===== src/rtl/smmpi_defs.vh =====
// constants for the smm pin interface block
// Functional notes
// - compatible mode forces code-access and main-memory-access controls off.
// - compatible mode asserts active output only while inside the service routine.
// - native mode interrupt pin is bidirectional, sampled every rising clock.
// - native mode drives interrupt pin during routine, or soft entry with code-access.
// - native mode strobe marks current bus cycle as smm memory access.
// - compatible mode i/o trap when interrupt sampled three or more clocks before ready.
// - compatible mode active output asserted throughout the service routine.
// - config three bit 3 selects mode, one is compatible, reset zero.
// - once locked, mode and lock writes ignored until hardware reset.
// - both pins stay disabled after reset until software enables them.
`ifndef SMMPI_DEFS_VH
`define SMMPI_DEFS_VH
`define SMMPI_MODE_BIT      3
`define SMMPI_MODE_RST      1'h0
`define SMMPI_LOCK_RST      1'h0
`define SMMPI_EN_RST        1'h0
`define SMMPI_TRAP_CLKS     3'h3
`define SMMPI_CNT_W         3
`define SMMPI_CNT_RST       3'h0
`define SMMPI_CNT_ONE       3'h1
`define SMMPI_PIN_IDLE      1'h1
`define SMMPI_PIN_ACTIVE    1'h0
`define SMMPI_FLAG_RST      1'h0
`endif


===== src/rtl/smmpi_top.v =====
// smm pin interface: mode control, pin drive and i/o trap detection
`timescale 1ns/1ps
`include "smmpi_defs.vh"
module smmpi_top (
	input  wire       clk_i,
	input  wire       reset_i,
	input  wire       cfg3_wr_i,
	input  wire [7:0] cfg3_wdata_i,
	input  wire       cfg_lock_wr_i,
	input  wire       cfg_lock_wdata_i,
	input  wire       pins_en_wr_i,
	input  wire       pins_en_wdata_i,
	input  wire       smm_code_access_ctl_i,
	input  wire       main_mem_access_ctl_i,
	input  wire       in_smi_routine_i,
	input  wire       soft_entry_i,
	input  wire       smm_cycle_i,
	input  wire       io_cycle_i,
	input  wire       ready_n_i,
	input  wire       burst_ready_n_i,
	input  wire       sys_mgmt_irq_n_i,
	output reg        sys_mgmt_irq_n_o,
	output reg        sys_mgmt_irq_n_oe_n_o,
	output reg        smm_addr_strobe_n_o,
	output reg        smm_active_n_o,
	output reg        smm_iface_select_o,
	output reg        smm_cfg_lock_o,
	output reg        pins_en_o,
	output reg        code_access_eff_o,
	output reg        main_mem_eff_o,
	output reg        smi_req_o,
	output reg        io_trap_o,
	output reg        irq_sample_o
);

	////////////////////////////////////////////////////////////////////////
	// interface states, one-hot
	localparam [2:0] ST_IDLE   = 3'b001;
	localparam [2:0] ST_NATIVE = 3'b010;
	localparam [2:0] ST_COMPAT = 3'b100;

	////////////////////////////////////////////////////////////////////////
	// internal state and next values
	reg  [`SMMPI_CNT_W-1:0] asrt_cnt_r;
	reg  [`SMMPI_CNT_W-1:0] asrt_cnt_nxt;
	reg                     irq_prev_r;
	reg  [2:0]              iface_state;
	reg                     select_nxt;
	reg                     lock_nxt;
	reg                     pins_en_nxt;
	reg                     irq_n_nxt;
	reg                     irq_oe_n_nxt;
	reg                     strobe_n_nxt;
	reg                     active_n_nxt;
	reg                     smi_req_nxt;
	reg                     io_trap_nxt;
	reg                     code_eff_nxt;
	reg                     main_mem_nxt;
	reg                     irq_sample_nxt;
	wire                    mode_nxt;
	wire                    mode_wr_ok;
	wire                    lock_wr_ok;
	wire                    irq_low;
	wire                    fall;
	wire                    cycle_end;
	wire                    native_drive;
	wire                    trap_armed;

	////////////////////////////////////////////////////////////////////////
	// decode
	assign mode_nxt     = cfg3_wdata_i[`SMMPI_MODE_BIT];
	assign mode_wr_ok   = cfg3_wr_i & ~smm_cfg_lock_o;
	assign lock_wr_ok   = cfg_lock_wr_i & ~smm_cfg_lock_o;
	assign irq_low      = ~sys_mgmt_irq_n_i;
	assign fall         = irq_prev_r & irq_low;
	assign cycle_end    = io_cycle_i & (~ready_n_i | ~burst_ready_n_i);
	assign native_drive = in_smi_routine_i | (soft_entry_i & smm_code_access_ctl_i);
	assign trap_armed   = (asrt_cnt_r == `SMMPI_TRAP_CLKS);

	always @* begin
		if (!pins_en_o)
			iface_state = ST_IDLE;
		else if (!smm_iface_select_o)
			iface_state = ST_NATIVE;
		else
			iface_state = ST_COMPAT;
	end

	////////////////////////////////////////////////////////////////////////
	// configuration next values
	always @* begin
		select_nxt  = smm_iface_select_o;
		lock_nxt    = smm_cfg_lock_o;
		pins_en_nxt = pins_en_o;
		if (mode_wr_ok)
			select_nxt = mode_nxt;
		if (lock_wr_ok)
			lock_nxt = cfg_lock_wdata_i;
		if (pins_en_wr_i)
			pins_en_nxt = pins_en_wdata_i;
	end

	////////////////////////////////////////////////////////////////////////
	// sampled and gated control next values
	always @* begin
		irq_sample_nxt = pins_en_o & irq_low;
		code_eff_nxt   = smm_code_access_ctl_i & ~smm_iface_select_o;
		main_mem_nxt   = main_mem_access_ctl_i & ~smm_iface_select_o;
	end

	////////////////////////////////////////////////////////////////////////
	// assertion counter, saturating
	always @* begin
		asrt_cnt_nxt = `SMMPI_CNT_RST;
		if (iface_state == ST_COMPAT && irq_low) begin
			if (trap_armed)
				asrt_cnt_nxt = asrt_cnt_r;
			else
				asrt_cnt_nxt = asrt_cnt_r + `SMMPI_CNT_ONE;
		end
	end

	////////////////////////////////////////////////////////////////////////
	// pin and event next values
	always @* begin
		irq_n_nxt    = `SMMPI_PIN_IDLE;
		irq_oe_n_nxt = `SMMPI_PIN_IDLE;
		strobe_n_nxt = `SMMPI_PIN_IDLE;
		active_n_nxt = `SMMPI_PIN_IDLE;
		smi_req_nxt  = `SMMPI_FLAG_RST;
		io_trap_nxt  = `SMMPI_FLAG_RST;
		case (iface_state)
			ST_IDLE: begin
				irq_oe_n_nxt = `SMMPI_PIN_IDLE;
				strobe_n_nxt = `SMMPI_PIN_IDLE;
			end
			ST_NATIVE: begin
				irq_n_nxt    = `SMMPI_PIN_ACTIVE;
				irq_oe_n_nxt = ~native_drive;
				strobe_n_nxt = ~smm_cycle_i;
				smi_req_nxt  = irq_low;
			end
			ST_COMPAT: begin
				irq_oe_n_nxt = `SMMPI_PIN_IDLE;
				active_n_nxt = ~in_smi_routine_i;
				smi_req_nxt  = fall;
				io_trap_nxt  = cycle_end & trap_armed;
			end
			default: begin
				irq_oe_n_nxt = `SMMPI_PIN_IDLE;
			end
		endcase
	end

	////////////////////////////////////////////////////////////////////////
	// configuration registers
	always @(posedge clk_i or posedge reset_i) begin
		if (reset_i) begin
			smm_iface_select_o <= `SMMPI_MODE_RST;
		end else begin
			smm_iface_select_o <= select_nxt;
		end
	end

	always @(posedge clk_i or posedge reset_i) begin
		if (reset_i) begin
			smm_cfg_lock_o <= `SMMPI_LOCK_RST;
		end else begin
			smm_cfg_lock_o <= lock_nxt;
		end
	end

	always @(posedge clk_i or posedge reset_i) begin
		if (reset_i) begin
			pins_en_o <= `SMMPI_EN_RST;
		end else begin
			pins_en_o <= pins_en_nxt;
		end
	end

	////////////////////////////////////////////////////////////////////////
	// sample and gated control registers
	always @(posedge clk_i or posedge reset_i) begin
		if (reset_i) begin
			irq_sample_o <= `SMMPI_FLAG_RST;
			irq_prev_r   <= `SMMPI_PIN_IDLE;
		end else begin
			irq_sample_o <= irq_sample_nxt;
			irq_prev_r   <= sys_mgmt_irq_n_i;
		end
	end

	always @(posedge clk_i or posedge reset_i) begin
		if (reset_i) begin
			code_access_eff_o <= `SMMPI_FLAG_RST;
			main_mem_eff_o    <= `SMMPI_FLAG_RST;
		end else begin
			code_access_eff_o <= code_eff_nxt;
			main_mem_eff_o    <= main_mem_nxt;
		end
	end

	////////////////////////////////////////////////////////////////////////
	// pin registers
	always @(posedge clk_i or posedge reset_i) begin
		if (reset_i) begin
			sys_mgmt_irq_n_o      <= `SMMPI_PIN_IDLE;
			sys_mgmt_irq_n_oe_n_o <= `SMMPI_PIN_IDLE;
			smm_addr_strobe_n_o   <= `SMMPI_PIN_IDLE;
			smm_active_n_o        <= `SMMPI_PIN_IDLE;
		end else begin
			sys_mgmt_irq_n_o      <= irq_n_nxt;
			sys_mgmt_irq_n_oe_n_o <= irq_oe_n_nxt;
			smm_addr_strobe_n_o   <= strobe_n_nxt;
			smm_active_n_o        <= active_n_nxt;
		end
	end

	////////////////////////////////////////////////////////////////////////
	// event registers
	always @(posedge clk_i or posedge reset_i) begin
		if (reset_i) begin
			smi_req_o <= `SMMPI_FLAG_RST;
			io_trap_o <= `SMMPI_FLAG_RST;
		end else begin
			smi_req_o <= smi_req_nxt;
			io_trap_o <= io_trap_nxt;
		end
	end

	always @(posedge clk_i or posedge reset_i) begin
		if (reset_i) begin
			asrt_cnt_r <= `SMMPI_CNT_RST;
		end else begin
			asrt_cnt_r <= asrt_cnt_nxt;
		end
	end

endmodule


===== config.mk =====
export PLATFORM = sky130hd
export DESIGN_NAME = smmpi_top
export DESIGN_NICKNAME = d
export VERILOG_FILES = /design/src/rtl/smmpi_top.v
export VERILOG_INCLUDE_DIRS = /design/src /design/src/rtl
export SDC_FILE = /design/constraint.sdc
export NUM_CORES = 1
export LEC_CHECK = 0
export BUFFER_PORTS_ARGS = -buffer_cell sky130_fd_sc_hd__buf_2
export CORE_ASPECT_RATIO = 1.1
export CORE_MARGIN = 10
export CORE_UTILIZATION = 40
export CTS_CLUSTER_DIAMETER = 50
export DETAILED_ROUTE_END_ITERATION = 16
export GPL_TIMING_DRIVEN = 0
export PLACE_DENSITY_LB_ADDON = 0.25
export SETUP_SLACK_MARGIN = 0.2
export SYNTH_ARGS = -nofsm -noshare
export SYNTH_HDL_FRONTEND = slang
export SYNTH_SLANG_ARGS = --single-unit

===== constraint.sdc =====
create_clock -name clk_i -period 1.44 [get_ports clk_i]
set_input_delay 0 -clock clk_i [delete_from_list [all_inputs] [get_ports clk_i]]
set_output_delay 0 -clock clk_i [all_outputs]
set_load 0.05 [all_outputs]

==> flow_summary.yaml <==
run_status:
  status: "finished, final reports clean"
critical_path:
  cp.required_ns: 1.64
  crit_fanout: 2
  critPathLaunchType: "flop"
  cp.arrival_ns: 1.38
  cp-end-kind: "flop"
  critical_path_class: "reg -> reg"
timing:
  fin_tns_setup_ns: 0
  relSlewSlack_pct: 61.0
  period_share_pct: 82.1
  max_freq_mhz: 846
  finalHoldViolations: 0
  min_period_ns: 1.18
  setup_viol: 0
  skew_ns: 0.00192
  tightestPinTransition_ns: 0.584
  slew_violations: 0
  rsz0062_at_grt: "no"
grt:
  first_global_vias: 530
  antenna_found_initial: 0
  grt_util_all_layers_pct: 8.50
  met1_usage_pct: 8.24
  overflow: 0
  grt_max_degree: 17
  met3_usage_pct: 4.38
  busiest_layer: "met2"
  grt_first_pass_wirelength_um: 2340
  use_met2_pct: 15.3
clocking:
  cts_tree: "built"
  cts_buffers: 3
  clock-sinks: 16
  cts_max_level: 1
  clk_pin_slew_worst_paths_ns: 0.09
  clk_latency_ns: 0.28
  ctsLongestPathBuffers: 2
  root_buffer: "clkbuf_4"
layout:
  stdcell_count: 106
  drive_gt1_share_pct: 47.8
  synthToLayoutAreaGrowth_pct: 60.7
  finalNetCount: 117
  design_area_sq_um: 971
  fill_cells: 115
  diodes: 0
yosys:
  ys_types: 20
  ys_seq_area_share_pct: 67.3
  netlist_area_sq_um: 604
  ys_warn_count: 0
  syn_nets: 69
  synth-seq-cells: 16
  syn_area_per_cell_sq_um: 14.1
  netlist_instances: 43
route:
  drt-initial-drc-count: 4
  vias: 485
  wl_per_cell_um: 14.3
  via_per_inst: 4.58
  wl_um: 1520
  drc: 0
  drt_pass1_iterations: 4
  postRouteAntennaNets: 0
die:
  die_y_um: 60.8
  die_area_sq_um: 3470
  die_w_um: 57.1
  start_util_pct: 43.1
  core-area_sq_um: 1400
  rows: 14
  pin_count: 36
power:
  powerDensity_nw_per_um2: 1120
  leakagePower_uw: 0.000480
  ir_worst_vdd_mv: 0.756
job:
  maxCapViolations: 0
place:
  numPortBuffers: 28
  gp_congestion: 0.667
  place_hpwl_um: 1020
  dp.cells: 87
  dpl-instance-area_sq_um: 764
hold_path:
  hold_path_class: "in -> reg"
[layer usage]
layer | vias to the layer above | share of wire, %
li1 | 241 | -
met5 | - | 0
met4 | 0 | 0.86
met1 | 226 | 40
met3 | 2 | 7.6
met2 | 16 | 52
[state kept, by name, summed over array words and instances (netlist names)]
| name | cells |
|---|---|
| irq_sample_o | 1 |
| asrt_cnt_r | 3 |
| smm_iface_select_o | 1 |
| code_access_eff_o | 1 |
| io_trap_o | 1 |
| smi_req_o | 1 |
| pins_en_o | 1 |
| smm_active_n_o | 1 |
| sys_mgmt_irq_n_oe_n_o | 1 |
| irq_prev_r | 1 |
| sys_mgmt_irq_n_o | 1 |
| main_mem_eff_o | 1 |
| smm_addr_strobe_n_o | 1 |
| smm_cfg_lock_o | 1 |
[synth_stat cells]
library cell / instances / area share [%]
nand3_1: 1 / 0.83
nor2_1: 2 / 1.2
nand3b_2: 1 / 1.9
mux2i_1: 1 / 1.7
a21boi_1: 1 / 1.2
a21o_1: 1 / 1.2
inv_1: 3 / 1.9
dfrtp_1: 11 / 46
and2b_1: 1 / 1.2
dfstp_2: 5 / 22
xor2_1: 1 / 1.4
ha_1: 2 / 4.1
nand2b_1: 1 / 1.0
nor2b_1: 4 / 4.1
or2_1: 1 / 1.0
nand3b_1: 1 / 1.2
a211oi_2: 1 / 2.1
a21oi_1: 2 / 1.7
mux2_1: 2 / 3.7
nand4_1: 1 / 1.0
[worst max-delay path, cell delays in order, from the launching register on]
cell,delay (ns)
dfrtp_1,0.41
ha_2,0.20
ha_4,0.20
nor2b_4,0.12
a211oi_2,0.18
[final cells by class]
cell class | instances | area (sq um) | area share [%]
clock buffer | 4 | 36.3 | 3.74
inverter | 3 | 11.3 | 1.16
multi-input combinational | 24 | 209 | 21.5
sequential | 16 | 407 | 41.9
tap | 16 | 20.0 | 2.06
timing repair buffer | 43 | 288 | 29.6
[logic make-up (layout without fill, tap and decap cells)]
family	count (synthesis)	after routing	share of synthesized area, %
compound gates	5	5	6.21
buf+inv	3	50	1.86
simple gates	13	13	13.7
mux	3	3	5.38
fa+ha+maj	2	2	4.14
flops	16	16	67.3
xor+xnor	1	1	1.45
[metrics by stage]
step | total power (uW) | hold WS (ns) | setup WS, ns | utilization, %
final | 1090 | 0.0595 | 0.258 | 69.3
after global routing | 1140 | 0.0557 | 0.196 | 69.3
after CTS | 1100 | 0.0409 | 0.214 | 67.7
after detailed placement | 779 | 0.0901 | 0.224 | 54.6
after global placement | 777 | 0.0949 | 0.258 | 54.6
after floorplan | 706 | -0.0898 | 0.264 | -
[worst paths after layout]
path	slack (ns)	cells after the start	start	endpoint
setup / recovery	0.26	4	asrt_cnt_r[0]$_DFFE_PP0P_	asrt_cnt_r[2]$_DFFE_PP0P_
hold / removal	0.06	3	soft_entry_i	sys_mgmt_irq_n_oe_n_o$_DFF_PP1_
setup reg to reg	0.26	4	asrt_cnt_r[0]$_DFFE_PP0P_	asrt_cnt_r[2]$_DFFE_PP0P_
hold reg to reg	0.50	2	irq_prev_r$_DFF_PP1_	smi_req_o$_DFF_PP0_
max in group asynchronous	0.74	3	reset_i	pins_en_o$_DFFE_PP0P_
min in group asynchronous	0.33	3	reset_i	main_mem_eff_o$_DFF_PP0_
[power by group]
group / total, uW / switching [uW] / internal [uW] / leakage, uW
registers: 531 / 33.0 / 498 / 0.000192
logic: 271 / 179 / 92.1 / 0.000267
clock network: 290 / 137 / 154 / 0.0000210
[cells in the final DEF, fill, tap and decap left out]
cell type	instances
a21oi_1	2
buf_4	1
nand3b_1	1
inv_1	3
nor2b_1	3
ha_4	1
or2_1	1
and2b_1	1
ha_2	1
dlygate4sd3_1	14
nand4_1	1
nand3_1	1
dfrtp_1	11
nor2b_4	1
a211oi_2	1
nand2b_1	1
a21boi_1	1
clkbuf_8	1
nor2_1	2
mux2i_1	1
xor2_1	1
buf_2	28
clkbuf_4	3
mux2_1	2
nand3b_2	1
dfstp_2	5
a21o_1	1
[timing repair]
action | 4_1_cts | 5_1_grt
buffers inserted | 1 | 0
setup endpoints to repair | 1 | 5
endpoints found under the hold margin | 20 | 1
cloned | 0 | 0
pin swaps | 0 | 2
hold buffers | 14 | 1
resized for setup | 0 | 5
(Power assumes the default switching activity.)
